==> src/scg_pkg.sv <==
// Shared constants and carrier types for the system clock generator
package scg_pkg;

  // ----------------------------------------------------------------
  // Field widths
  // ----------------------------------------------------------------
  localparam int MH_W = 10;
  localparam int ML_W = 2;
  localparam int RD_W = 12;
  localparam int OD_W = 6;
  localparam int MULT_W = 13;
  localparam int REF_RATIO_W = 13;
  localparam int OUT_RATIO_W = 7;
  localparam int HALF_RATIO_W = 2;
  localparam int SRC_W = 4;

  // ----------------------------------------------------------------
  // Ratio arithmetic
  // ----------------------------------------------------------------
  localparam logic [MULT_W-1:0] MULT_OFFSET = 13'h0004;
  localparam logic [REF_RATIO_W-1:0] REF_RATIO_OFFSET = 13'h0004;
  localparam logic [OUT_RATIO_W-1:0] OUT_RATIO_OFFSET = 7'h04;
  localparam logic [HALF_RATIO_W-1:0] FIXED_HALF_RATIO = 2'h2;

  // ----------------------------------------------------------------
  // Timing
  // ----------------------------------------------------------------
  localparam int CLK_FREQ_HZ = 20_000_000;
  localparam int LOCK_TIME_US = 4000;
  localparam int LOCK_CYCLES =
    (LOCK_TIME_US * (CLK_FREQ_HZ / 1_000_000));

  // ----------------------------------------------------------------
  // Reset values
  // ----------------------------------------------------------------
  localparam logic IDLE_HOLD_RST = 1'b1;
  localparam logic PLL_SEL_RST = 1'b0;
  localparam logic POWER_DOWN_RST = 1'b0;

  // ----------------------------------------------------------------
  // Debug pin source codes
  // ----------------------------------------------------------------
  localparam logic [SRC_W-1:0] SRC_FORCE_HIGH = 4'h1;
  localparam logic [SRC_W-1:0] SRC_FORCE_LOW_A = 4'h3;
  localparam logic [SRC_W-1:0] SRC_FORCE_LOW_B = 4'h5;
  localparam logic [SRC_W-1:0] SRC_USB_A = 4'h7;
  localparam logic [SRC_W-1:0] SRC_SAR = 4'h9;
  localparam logic [SRC_W-1:0] SRC_SYSTEM = 4'hB;
  localparam logic [SRC_W-1:0] SRC_RESERVED = 4'hD;
  localparam logic [SRC_W-1:0] SRC_USB_B = 4'hF;

  // ----------------------------------------------------------------
  // Carriers
  // ----------------------------------------------------------------
  typedef struct packed {
    logic [MH_W-1:0] multiplier_high_field;
    logic [ML_W-1:0] multiplier_low_field;
    logic [RD_W-1:0] ref_divider_ratio;
    logic [OD_W-1:0] output_divide_value;
    logic ref_divider_bypass;
    logic out_divider_enable;
    logic prog_out_divider_bypass;
  } scg_cfg_t;

  typedef struct packed {
    logic rtc_osc_clock;
    logic external_ref_clock_input;
    logic pll_output_clock;
    logic usb_pll_clock;
    logic sar_clock;
  } scg_clk_in_t;

  typedef enum logic [2:0] {
    ST_BYP = 3'h0,
    ST_BYP_OFF = 3'h1,
    ST_PLL_ON = 3'h2,
    ST_PLL = 3'h3,
    ST_PLL_OFF = 3'h4,
    ST_BYP_ON = 3'h5
  } scg_sw_state_t;

endpackage

==> src/scg_sync.sv <==
// Two-flop synchroniser for asynchronous levels
`timescale 1ns/1ps
module scg_sync
  import scg_pkg::*;
#(
  parameter int W = 1
)
(
  input wire logic sys_clk, // System clock
  input wire logic reset, // Synchronous reset, high
  input wire logic clk_en, // Freezes state while low
  input wire logic [W-1:0] async_in, // Asynchronous levels
  output logic [W-1:0] sync_out // Synchronised levels
);

  logic [W-1:0] meta_q;
  logic [W-1:0] meta_d;
  logic [W-1:0] sync_q;
  logic [W-1:0] sync_d;

  always_comb
  begin
    meta_d = meta_q;
    sync_d = sync_q;
    if (clk_en)
    begin
      meta_d = async_in;
      sync_d = meta_q;
    end
  end

  always_ff @(posedge sys_clk)
  begin
    if (reset)
    begin
      // Keeps sampling in reset so a static level is settled at release
      meta_q <= async_in;
      sync_q <= meta_q;
    end
    else
    begin
      meta_q <= meta_d;
      sync_q <= sync_d;
    end
  end

  assign sync_out = sync_q;

endmodule

==> src/scg_divider.sv <==
// Programmable edge-counting divider for a sampled clock level
`timescale 1ns/1ps
module scg_divider
  import scg_pkg::*;
#(
  parameter int W = 13
)
(
  input wire logic sys_clk, // System clock
  input wire logic reset, // Synchronous reset, high
  input wire logic clk_en, // Freezes state while low
  input wire logic clk_in, // Sampled input clock level
  input wire logic [W-1:0] ratio, // Division ratio, at least 2
  output logic clk_out // Divided clock level
);

  logic prev_q;
  logic prev_d;
  logic [W-1:0] cnt_q;
  logic [W-1:0] cnt_d;
  logic out_q;
  logic out_d;

  // Output high for the first half of each ratio-long period
  always_comb
  begin
    prev_d = prev_q;
    cnt_d = cnt_q;
    out_d = out_q;
    if (clk_en)
    begin
      prev_d = clk_in;
      if (clk_in && !prev_q)
      begin
        if (cnt_q >= ratio - W'(1))
          cnt_d = '0;
        else
          cnt_d = cnt_q + W'(1);
        out_d = (cnt_d < (ratio >> 1));
      end
    end
  end

  always_ff @(posedge sys_clk)
  begin
    if (reset)
    begin
      prev_q <= 1'b0;
      cnt_q <= '0;
      out_q <= 1'b0;
    end
    else
    begin
      prev_q <= prev_d;
      cnt_q <= cnt_d;
      out_q <= out_d;
    end
  end

  assign clk_out = out_q;

endmodule

==> src/scg_clock_gen.sv <==
// System clock generator control: dividers, mode switch, debug pin
// Functional notes
// - PLL multiplies its input by a programmable factor, 4 to 4099.
// - Reference divider divides input by 4 to 4099, bypassable.
// - Output divider divides PLL output by 4 to 67, bypassable.
// - Fixed halving stage after output divider or PLL, bypassable.
// - Multiplier is high<<2 plus low plus 4; dividers are value plus 4.
// - Bypass and enable bits route clocks through the divider stages.
// - Select zero gives bypass mode; one gives PLL and dividers.
// - Bypass source: oscillator when strap is zero, external pin else.
// - Mode switching in either direction makes no glitch.
// - Power-down bit stops the PLL; bypass must come first.
// - Clearing power-down starts a 4 ms lock; stay in bypass.
// - Bypass mode alone never powers the PLL down.
// - Even codes give PLL clock; 1 high; 3 and 5 low.
// - 7 and 15 USB, 9 SAR, 11 system clock; 13 reserved.
// - Debug pin source changes are not glitch protected.
// - Pin-off bit releases the debug pin to high impedance.
// - Reset sets idle hold and clears the PLL select.
`timescale 1ns/1ps
module scg_clock_gen
  import scg_pkg::*;
#(
  parameter int LOCK_CYCLES_P = LOCK_CYCLES
)
(
  input wire logic sys_clk, // System clock, 20 MHz
  input wire logic reset, // Synchronous reset, high
  input wire logic clk_en, // Freezes all state while low
  input wire scg_clk_in_t clocks_in, // Asynchronous source clocks
  input wire logic reference_source_strap, // Board strap, 1 = ext
  input wire scg_cfg_t cfg, // Multiplier and divider settings
  input wire logic system_clock_select, // 1 = PLL mode
  input wire logic pll_power_down, // 1 = PLL powered down
  input wire logic pll_standby, // 1 = hold PLL idle
  input wire logic [SRC_W-1:0] clock_pin_source_sel, // Debug source
  input wire logic clock_pin_off, // 1 = debug pin released
  output logic dsp_system_clock, // Generated system clock
  output logic pll_input_clock, // Reference after divider
  output logic [MULT_W-1:0] pll_multiplier, // Factor to the PLL
  output logic pll_power_down_out, // Power-down to the PLL
  output logic loop_idle_hold, // Idle hold to the PLL
  output logic pll_locked, // Lock wait elapsed
  output logic pll_mode_active, // System clock runs from PLL
  output logic debug_clock_pin_o, // Debug pin level
  output logic debug_clock_pin_oe // Debug pin driven when high
);

  // ----------------------------------------------------------------
  // Synchronisers and strap capture
  // ----------------------------------------------------------------
  scg_clk_in_t clk_s;
  logic strap_s;
  logic strap_q;
  logic strap_d;
  logic strap_ok_q;
  logic strap_ok_d;

  scg_sync #(.W($bits(scg_clk_in_t))) u_clk_sync (
    .sys_clk(sys_clk),
    .reset(reset),
    .clk_en(clk_en),
    .async_in(clocks_in),
    .sync_out(clk_s)
  );

  scg_sync #(.W(1)) u_strap_sync (
    .sys_clk(sys_clk),
    .reset(reset),
    .clk_en(clk_en),
    .async_in(reference_source_strap),
    .sync_out(strap_s)
  );

  // Strap is static, so one capture after release is enough
  always_comb
  begin
    strap_d = strap_q;
    strap_ok_d = strap_ok_q;
    if (clk_en && !strap_ok_q)
    begin
      strap_d = strap_s;
      strap_ok_d = 1'b1;
    end
  end

  always_ff @(posedge sys_clk)
  begin
    if (reset)
    begin
      strap_q <= 1'b0;
      strap_ok_q <= 1'b0;
    end
    else
    begin
      strap_q <= strap_d;
      strap_ok_q <= strap_ok_d;
    end
  end

  logic ref_clk;
  assign ref_clk = strap_q ? clk_s.external_ref_clock_input
                           : clk_s.rtc_osc_clock;

  // ----------------------------------------------------------------
  // Divider chain
  // ----------------------------------------------------------------
  logic [REF_RATIO_W-1:0] ref_ratio;
  logic [OUT_RATIO_W-1:0] out_ratio;
  logic ref_div_clk;
  logic od_clk;
  logic half_in;
  logic half_clk;
  logic pll_path_clk;

  assign ref_ratio = {1'b0, cfg.ref_divider_ratio} + REF_RATIO_OFFSET;
  assign out_ratio = {1'b0, cfg.output_divide_value} + OUT_RATIO_OFFSET;

  scg_divider #(.W(REF_RATIO_W)) u_ref_div (
    .sys_clk(sys_clk),
    .reset(reset),
    .clk_en(clk_en),
    .clk_in(ref_clk),
    .ratio(ref_ratio),
    .clk_out(ref_div_clk)
  );

  scg_divider #(.W(OUT_RATIO_W)) u_out_div (
    .sys_clk(sys_clk),
    .reset(reset),
    .clk_en(clk_en),
    .clk_in(clk_s.pll_output_clock),
    .ratio(out_ratio),
    .clk_out(od_clk)
  );

  assign half_in = cfg.prog_out_divider_bypass ? clk_s.pll_output_clock
                                               : od_clk;

  scg_divider #(.W(HALF_RATIO_W)) u_half_div (
    .sys_clk(sys_clk),
    .reset(reset),
    .clk_en(clk_en),
    .clk_in(half_in),
    .ratio(FIXED_HALF_RATIO),
    .clk_out(half_clk)
  );

  assign pll_path_clk = cfg.out_divider_enable ? half_clk
                                               : clk_s.pll_output_clock;

  // ----------------------------------------------------------------
  // PLL control and lock wait
  // ----------------------------------------------------------------
  localparam int LCW = $clog2(LOCK_CYCLES_P + 1);
  logic [LCW-1:0] lock_cnt_q;
  logic [LCW-1:0] lock_cnt_d;
  logic locked_q;
  logic locked_d;
  logic pd_q;
  logic pd_d;
  logic idle_q;
  logic idle_d;
  logic pin_in_q;
  logic pin_in_d;
  logic [MULT_W-1:0] mult_q;
  logic [MULT_W-1:0] mult_d;

  always_comb
  begin
    lock_cnt_d = lock_cnt_q;
    locked_d = locked_q;
    pd_d = pd_q;
    idle_d = idle_q;
    pin_in_d = pin_in_q;
    mult_d = mult_q;
    if (clk_en)
    begin
      pd_d = pll_power_down;
      idle_d = pll_standby;
      pin_in_d = cfg.ref_divider_bypass ? ref_clk : ref_div_clk;
      mult_d = {1'b0, cfg.multiplier_high_field, cfg.multiplier_low_field}
               + MULT_OFFSET;
      // Restart the wait whenever the PLL is stopped
      if (pd_q || idle_q)
        lock_cnt_d = '0;
      else if (lock_cnt_q != LCW'(LOCK_CYCLES_P))
        lock_cnt_d = lock_cnt_q + LCW'(1);
      locked_d = (lock_cnt_d == LCW'(LOCK_CYCLES_P));
    end
  end

  always_ff @(posedge sys_clk)
  begin
    if (reset)
    begin
      lock_cnt_q <= '0;
      locked_q <= 1'b0;
      pd_q <= POWER_DOWN_RST;
      idle_q <= IDLE_HOLD_RST;
      pin_in_q <= 1'b0;
      mult_q <= MULT_OFFSET;
    end
    else
    begin
      lock_cnt_q <= lock_cnt_d;
      locked_q <= locked_d;
      pd_q <= pd_d;
      idle_q <= idle_d;
      pin_in_q <= pin_in_d;
      mult_q <= mult_d;
    end
  end

  // ----------------------------------------------------------------
  // Glitch-free mode switch
  // ----------------------------------------------------------------
  // Each enable only moves while its own clock is low, so neither
  // source can be cut mid-pulse.
  scg_sw_state_t state_q;
  scg_sw_state_t state_d;
  logic sel_q;
  logic sel_d;
  logic sys_q;
  logic sys_d;
  logic mode_q;
  logic mode_d;
  logic byp_en;
  logic pll_en;

  assign byp_en = (state_q == ST_BYP) || (state_q == ST_BYP_OFF);
  assign pll_en = (state_q == ST_PLL) || (state_q == ST_PLL_OFF);

  always_comb
  begin
    state_d = state_q;
    sel_d = sel_q;
    sys_d = sys_q;
    if (clk_en)
    begin
      sel_d = system_clock_select;
      sys_d = (byp_en & ref_clk) | (pll_en & pll_path_clk);
      case (state_q)
        ST_BYP:
          if (sel_q)
            state_d = ST_BYP_OFF;
        ST_BYP_OFF:
          if (!sel_q)
            state_d = ST_BYP;
          else if (!ref_clk)
            state_d = ST_PLL_ON;
        ST_PLL_ON:
          if (!clk_s.pll_output_clock && !pll_path_clk)
            state_d = ST_PLL;
        ST_PLL:
          if (!sel_q)
            state_d = ST_PLL_OFF;
        ST_PLL_OFF:
          if (!pll_path_clk)
            state_d = ST_BYP_ON;
        ST_BYP_ON:
          if (!ref_clk)
            state_d = ST_BYP;
        default:
          state_d = ST_BYP;
      endcase
    end
    // Registered copy of the PLL gate so the output comes from a flop
    mode_d = (state_d == ST_PLL) || (state_d == ST_PLL_OFF);
  end

  always_ff @(posedge sys_clk)
  begin
    if (reset)
    begin
      state_q <= ST_BYP;
      sel_q <= PLL_SEL_RST;
      sys_q <= 1'b0;
      mode_q <= 1'b0;
    end
    else
    begin
      state_q <= state_d;
      sel_q <= sel_d;
      sys_q <= sys_d;
      mode_q <= mode_d;
    end
  end

  // ----------------------------------------------------------------
  // Debug clock pin
  // ----------------------------------------------------------------
  // No glitch protection when the source code changes mid-pulse
  function automatic logic pin_source(input logic [SRC_W-1:0] code,
                                      input logic pll,
                                      input logic usb,
                                      input logic sar,
                                      input logic sys);
    logic val;
    val = 1'b0;
    if (!code[0])
      val = pll;
    else if (code == SRC_FORCE_HIGH)
      val = 1'b1;
    else if (code == SRC_FORCE_LOW_A || code == SRC_FORCE_LOW_B)
      val = 1'b0;
    else if (code == SRC_USB_A || code == SRC_USB_B)
      val = usb;
    else if (code == SRC_SAR)
      val = sar;
    else if (code == SRC_SYSTEM)
      val = sys;
    else
      val = 1'b0;
    return val;
  endfunction

  logic dbg_q;
  logic dbg_d;
  logic dbg_oe_q;
  logic dbg_oe_d;

  always_comb
  begin
    dbg_d = dbg_q;
    dbg_oe_d = dbg_oe_q;
    if (clk_en)
    begin
      dbg_d = pin_source(clock_pin_source_sel, clk_s.pll_output_clock,
                         clk_s.usb_pll_clock, clk_s.sar_clock,
                         sys_q);
      dbg_oe_d = !clock_pin_off;
    end
  end

  always_ff @(posedge sys_clk)
  begin
    if (reset)
    begin
      dbg_q <= 1'b0;
      dbg_oe_q <= 1'b0;
    end
    else
    begin
      dbg_q <= dbg_d;
      dbg_oe_q <= dbg_oe_d;
    end
  end

  assign dsp_system_clock = sys_q;
  assign pll_input_clock = pin_in_q;
  assign pll_multiplier = mult_q;
  assign pll_power_down_out = pd_q;
  assign loop_idle_hold = idle_q;
  assign pll_locked = locked_q;
  assign pll_mode_active = mode_q;
  assign debug_clock_pin_o = dbg_q;
  assign debug_clock_pin_oe = dbg_oe_q;
endmodule

==> config.mk <==
export PLATFORM = sky130hd
export DESIGN_NAME = scg_clock_gen
export DESIGN_NICKNAME = d
export VERILOG_FILES = /design/src/scg_pkg.sv /design/src/scg_sync.sv /design/src/scg_divider.sv /design/src/scg_clock_gen.sv
export SDC_FILE = /design/constraint.sdc
export NUM_CORES = 1
export LEC_CHECK = 0
export BUFFER_PORTS_ARGS = -buffer_cell sky130_fd_sc_hd__buf_2
export CAP_MARGIN = 15
export CORE_UTILIZATION = 40
export CTS_CLUSTER_DIAMETER = 150
export CTS_CLUSTER_SIZE = 14
export DETAILED_ROUTE_END_ITERATION = 8
export GPL_ROUTABILITY_DRIVEN = 0
export SYNTH_ARGS = -nofsm -noshare
export SYNTH_HDL_FRONTEND = slang
export SYNTH_HIERARCHICAL = 1
export SYNTH_SLANG_ARGS = --single-unit
==> constraint.sdc <==
create_clock -name sys_clk -period 7.25 [get_ports sys_clk]
set_input_delay 1.45 -clock sys_clk [delete_from_list [all_inputs] [get_ports sys_clk]]
set_output_delay 1.45 -clock sys_clk [all_outputs]
set_load 0.01 [all_outputs]
Yosys cells after proc, flatten, opt, wreduce, memory -nomap -nowiden. Cells that the tools add are included.

Register bits: 84. Bits in latches: 0. Memory bits (writable): 0. Memory bits (read-only): 0. Input port bits: 50. Output and inout port bits: 21. Logic and storage cells: 123. Memories kept: 0.

$add $sub $neg: 9. Multipliers: 0. Div/mod/pow operators: 0. Magnitude comparators: 6. Equality and inequality tests: 16. Shift-type cells: 0. Muxes and demuxes: 39. Bitwise logic cells: 3. Reductions and logical operators: 23.

Operator list (count): $mux 17 (3); $mux 13 (3); $add 12x3->13 const B (2); $mux 3 (8); $mux 7 (3); $mux 5 (4); $pmux 3 s6 (1); $add 17x1->17 const B (1); $eq 17x17->1 const B (1); $ne 17x17->1 const B (1); $mux 1 (14); $add 13x1->13 const B (1); $ge 13x13->1 (1); $lt 13x12->1 (1); $sub 13x1->13 const B (1); $eq 4x4->1 const B (3); $eq 3x2->1 const B (3); $eq 3x3->1 const B (3); $eq 4x3->1 const B (2); $add 6x3->7 const B (1); $add 7x1->7 const B (1); $ge 7x7->1 (1); $logic_not 1->1 (7); $lt 7x6->1 (1); other kinds (15) (29).

Longest topological paths before layout.
Word-level depth: 8. Depth in mapped cells: 22. Gate-level depth less buffers: 21.

Hierarchy. The synthesis kept the hierarchy.

By module, submodules not included: scg_clock_gen (instances 1, cells an instance 347, area an instance 2641.3 sq um, sequential area each 880.8 sq um); scg_divider at u_ref_div (instances 1, cells an instance 230, area an instance 1691.6 sq um, sequential area each 300.3 sq um); scg_divider at u_out_div (instances 1, cells an instance 111, area an instance 848.3 sq um, sequential area each 180.2 sq um); scg_sync at u_clk_sync (instances 1, cells an instance 11, area an instance 306.5 sq um, sequential area each 300.3 sq um); scg_divider at u_half_div (instances 1, cells an instance 26, area an instance 275.3 sq um, sequential area each 80.1 sq um); scg_sync at u_strap_sync (instances 1, cells an instance 3, area an instance 66.3 sq um, sequential area each 60.1 sq um).

Least setup slack after synthesis. No wires, ideal clock.

Path kind: input to register. Start point: in cfg[11] (netlist bit). End point: reg u_ref_div.out_q, in the netlist u_ref_div/clk_out. Library setup time: 0.070 ns. Arrival time: 4.854 ns. Data required time: 7.180 ns. Path slack: 2.326 ns. Stages on the path: 19. Path buffers: 1. Path through: ha_1 -> xor2_1 -> nor3_1 -> nand3_1 -> nor3_1 -> xnor2_1 -> ha_1 -> and2_4 -> a221oi_2 -> o21ai_2 -> a21oi_2 -> clkbuf_1 -> and2_1 -> ha_1 -> a21oi_1 -> o21ai_0 -> a211oi_1 -> o31ai_1 -> a21oi_1.

Word-level cells in the longest chain between the ends: 7.

RTL lines: from (decl) (RTL line scg_clock_gen.sv:32) `input wire scg_cfg_t cfg,`; $add 12x3->13 (*) (RTL line scg_clock_gen.sv:116) `assign ref_ratio = {1'b0, cfg.ref_divider_ratio} + REF_RATIO_OFFSET;`; via ref_ratio[4] (RTL line scg_clock_gen.sv:108) `logic [REF_RATIO_W-1:0] ref_ratio;`; $sub 13x1->13 (RTL line scg_divider.sv:35) `if (cnt_q >= ratio - W'(1))`; $ge 13x13->1 (RTL line scg_divider.sv:35); $mux 13 (RTL line scg_divider.sv:35); $mux 13 (RTL line scg_divider.sv:33) `if (clk_in && !prev_q)`; $mux 13 (RTL line scg_divider.sv:30) `if (clk_en)`; $lt 13x12->1 (*) (RTL line scg_divider.sv:39) `out_d = (cnt_d < (ratio >> 1));`; to (signal assigned) (RTL line scg_divider.sv:56) `out_q <= out_d;`; to (decl) (RTL line scg_divider.sv:21) `logic out_q;`.

The timed path passes the listed nets; every way through them passes the cells marked *. The select of a mux whose other input is x is not followed. A chain may end at the register's enable or synchronous reset.

Worst setup path in the final report. Same ends and word-level chain as after synthesis.

==> run metrics <==
outcome=finished, final reports clean; required time worst endpoint=between 7 and 8 ns; dominant cell type by area after synthesis=dfxtp_1; Reg2Reg Setup Slack=3.97 ns; CP bufs+invs=1; post-route ant nets=0; slowest library cell on the worst path=a21o_1; WS Path Type=primary input to flop; Total GRT Usage=between 10% and 20%; initial antenna violation count=0; grt ovf=0; crit end category=flop; Post-synth EDFFs=12; Max H-tree Level=3; synthesized flop and latch total=84; CP Launch Type=primary input; max-capacitance violation count=0; share of layout cells above drive strength 1=13.5%; largest net degree at the start of global routing=61; die span in x=about 120 um; VDD IR max=between 0.0001 and 0.00015 V; Finish-stage setup viols=0; I/O Pins=71; die area=between 15000 and 20000 um2; Synth cell types=between 70 and 80; most frequent cells after synthesis=nor2_1, dfxtp_1, nand2_1; largest stage delay on the critical path=0.41 ns; # fillers=approximately 1.4k; Lkg Pwr=0.00271 uW; average cell area after synthesis=about 8.0 um2; power per cell area=around 170 nW/um2; drt total wl=approximately 13000 um; Core Box Area=between 10000 and 15000 um2; Worst-path clk slew=around 0.070 ns; setup_tns=0 ns; CTS Buffer Depth=2; Area contributors post-synth=dfxtp_1, ha_1, edfxtp_1, xnor2_1, nor2_1; NumNets Final=a little under 900; hold_buf cts=0; Async SR Flop Fraction=0%; Max-Slew Margin vs Limit=32.9%; Post-CTS Setup Bufs=0; ANT cells=0; clock latency on the worst-skew pair=0.34 ns; footprint of the multi-input gates=roughly 3700 um2; row count=between 40 and 50; Root Driver=clkbuf_16; Vias per Instance=5.42; TritonRoute pass-1 iters=4; Final min period=~5.2 ns; critical path's top delay family=compound AO/OA/AOI/OAI gates; clock sinks=84; Synth warnings=6; WL/cell=between 10 and 15 um; CP Cell Sequence=buf_2, ha_1, xor2_1, nor3_1, nand3_1, nor4_1, xnor2_1, ha_1, nand4_1, nor2_1, a21o_1, nor2_1, ha_1, a21o_1, a211oi_1, a21oi_1, a211oi_1, o31ai_1, a21oi_1; global-route wire length before repair=~23000 um; RSZ-0062 raised after global routing=no; CTS tree=built; Layout area overhead=12.8%; Tightest Pin Transition=between 1 and 1.5 ns; final period utilization=a little under three quarters; Crit Path Max Fanout=13; Mapped Area=5830 um2; max frequency=193 MHz; Most used DFF post-synth=dfxtp_1; CP dominant cell by count=ha_1; Final Core Density=a little under half; vias in the first global route=~5k; most common cell in the netlist=nor2_1; area occupied by registers=1800 um2; Worst EP arrival=about 5.5 ns; I/O Buffers=70; Post-DP HPWL=a little under 10000 um; sequential share of the synthesized area=30.9%; final slew viol count=0; Starting Density=a little over 40%; final hold violation count=0; Mapped Cells=about 730; DR vias=around 5.2k; die height=123 um; Tot Pwr=between 1000 and 1500 uW; area share of the largest cell type after synthesis=between 20 and 25%; class of the worst hold path=flop to flop; DRC Markers=0; initial drt markers=260; skew final=~0.0075 ns; CTS buffer count=9; post-cts resize count=0
per-stage QoR:
| stage | cell area, um2 | instances | worst slack, ns | hold WS (ns) |
|---|---|---|---|---|
| 2_1_floorplan | 5840 | 730 | 2.33 | 0.400 |
| 3_3_place_gp | 6290 | 949 | 1.84 | 0.400 |
| 3_5_place_dp | 6290 | 949 | 1.74 | 0.405 |
| 4_1_cts | 6570 | 965 | 2.12 | 0.422 |
| 5_1_grt | 6570 | 965 | 1.75 | 0.434 |
| 6_report | 6570 | 965 | 2.06 | 0.425 |
per-layer routing:
metal | global-route usage [%] | wire length [um] | vias to the layer above | share of wire [%]
li1 | - | - | 2709 | -
met1 | 24.6 | 6500 | 2423 | 49
met2 | 30.2 | 6210 | 81 | 47
met3 | 3.67 | 438 | 13 | 3.3
met4 | 6.48 | 157 | 0 | 1.2
met5 | 0 | 0 | - | 0
power breakdown:
group | switching (uW) | internal [uW]
sequential | 13.0 | 493
clock | 204 | 237
combinational | 97.2 | 67.0
total | 314 | 798
path summary, 6_finish.rpt:
kind,from,endpoint,cells after the start
setup / recovery,cfg[11],u_ref_div/clk_out$_SDFFE_PP0P_,19
hold / removal,u_clk_sync/meta_q[1]$_DFFE_PP_,u_clk_sync/sync_out[1]$_DFFE_PP_,0
setup reg to reg,u_ref_div/cnt_q[0]$_SDFFE_PP0P_,u_ref_div/clk_out$_SDFFE_PP0P_,14
hold reg to reg,u_clk_sync/meta_q[1]$_DFFE_PP_,u_clk_sync/sync_out[1]$_DFFE_PP_,0
logic make-up after synthesis:
logic type / count (synthesis) / synth area share [%]
AND/OR/NAND/NOR: 300 / 26.2
AO/OA/AOI/OAI: 156 / 17.5
flip-flops: 84 / 30.9
buffers and inverters: 73 / 4.94
XOR/XNOR: 53 / 7.96
adder cells (fa/ha/maj): 48 / 10.3
multiplexers: 12 / 2.12
other: 2 / 0.129
cell type report:
| cell class | instances | share of cell area [%] |
|---|---|---|
| clock buffers | 9 | 3.43 |
| multi-input cells | 573 | 57.0 |
| well taps | 180 | 3.43 |
| inverters | 40 | 2.28 |
| repair buffers | 72 | 5.56 |
| flip-flops and latches | 84 | 27.4 |
| clock inverters | 7 | 0.895 |
worst reg2reg max path, stage by stage, from the launching register on:
cell	delay [ns]
dfxtp_1	0.43
inv_1	0.09
ha_1	0.27
nand2b_1	0.10
a31oi_1	0.08
o21ai_0	0.38
a21o_1	0.44
nor2_1	0.11
ha_1	0.30
a21o_1	0.18
a211oi_1	0.24
a21oi_1	0.09
a211oi_1	0.26
o31ai_1	0.11
a21oi_1	0.14
cell usage in the layout, fill, tap and decap left out, types with 4 or more instances in the layout:
| cell type | netlist | routed |
|---|---|---|
| or4_1 | 9 | 9 |
| and3_1 | 12 | 12 |
| o21a_1 | 4 | 4 |
| nor4_1 | 8 | 8 |
| clkbuf_16 | 0 | 9 |
| a22oi_1 | 5 | 5 |
| conb_1 | 2 | 4 |
| a211oi_1 | 15 | 15 |
| xnor2_1 | 38 | 38 |
| a31oi_1 | 16 | 16 |
| mux2i_1 | 9 | 9 |
| xor2_1 | 15 | 15 |
| nand2b_1 | 7 | 7 |
| buf_2 | 2 | 70 |
| dfxtp_1 | 72 | 72 |
| nand3_1 | 47 | 47 |
| a21o_1 | 12 | 12 |
| ha_1 | 47 | 47 |
| inv_1 | 40 | 40 |
| o21ai_0 | 32 | 32 |
| edfxtp_1 | 12 | 12 |
| or2_2 | 4 | 4 |
| nand4_1 | 10 | 10 |
| nand2_1 | 51 | 51 |
| nor3_1 | 24 | 24 |
| a21oi_1 | 42 | 42 |
| nor2_1 | 83 | 83 |
| nor2b_1 | 10 | 10 |
| and2_1 | 6 | 6 |
| nand3b_1 | 5 | 5 |
| nor3b_1 | 7 | 7 |
flip-flops by register name, summed over array words and instances (netlist names), 2 cells and up:
register             cells
u_half_div/cnt_q         2
state_q                  3
u_ref_div/cnt_q         13
lock_cnt_q              17
u_out_div/cnt_q          7
u_clk_sync/sync_out      5
u_clk_sync/meta_q        5
pll_multiplier          13
No activity file was read; power rests on OpenSTA's default activity.
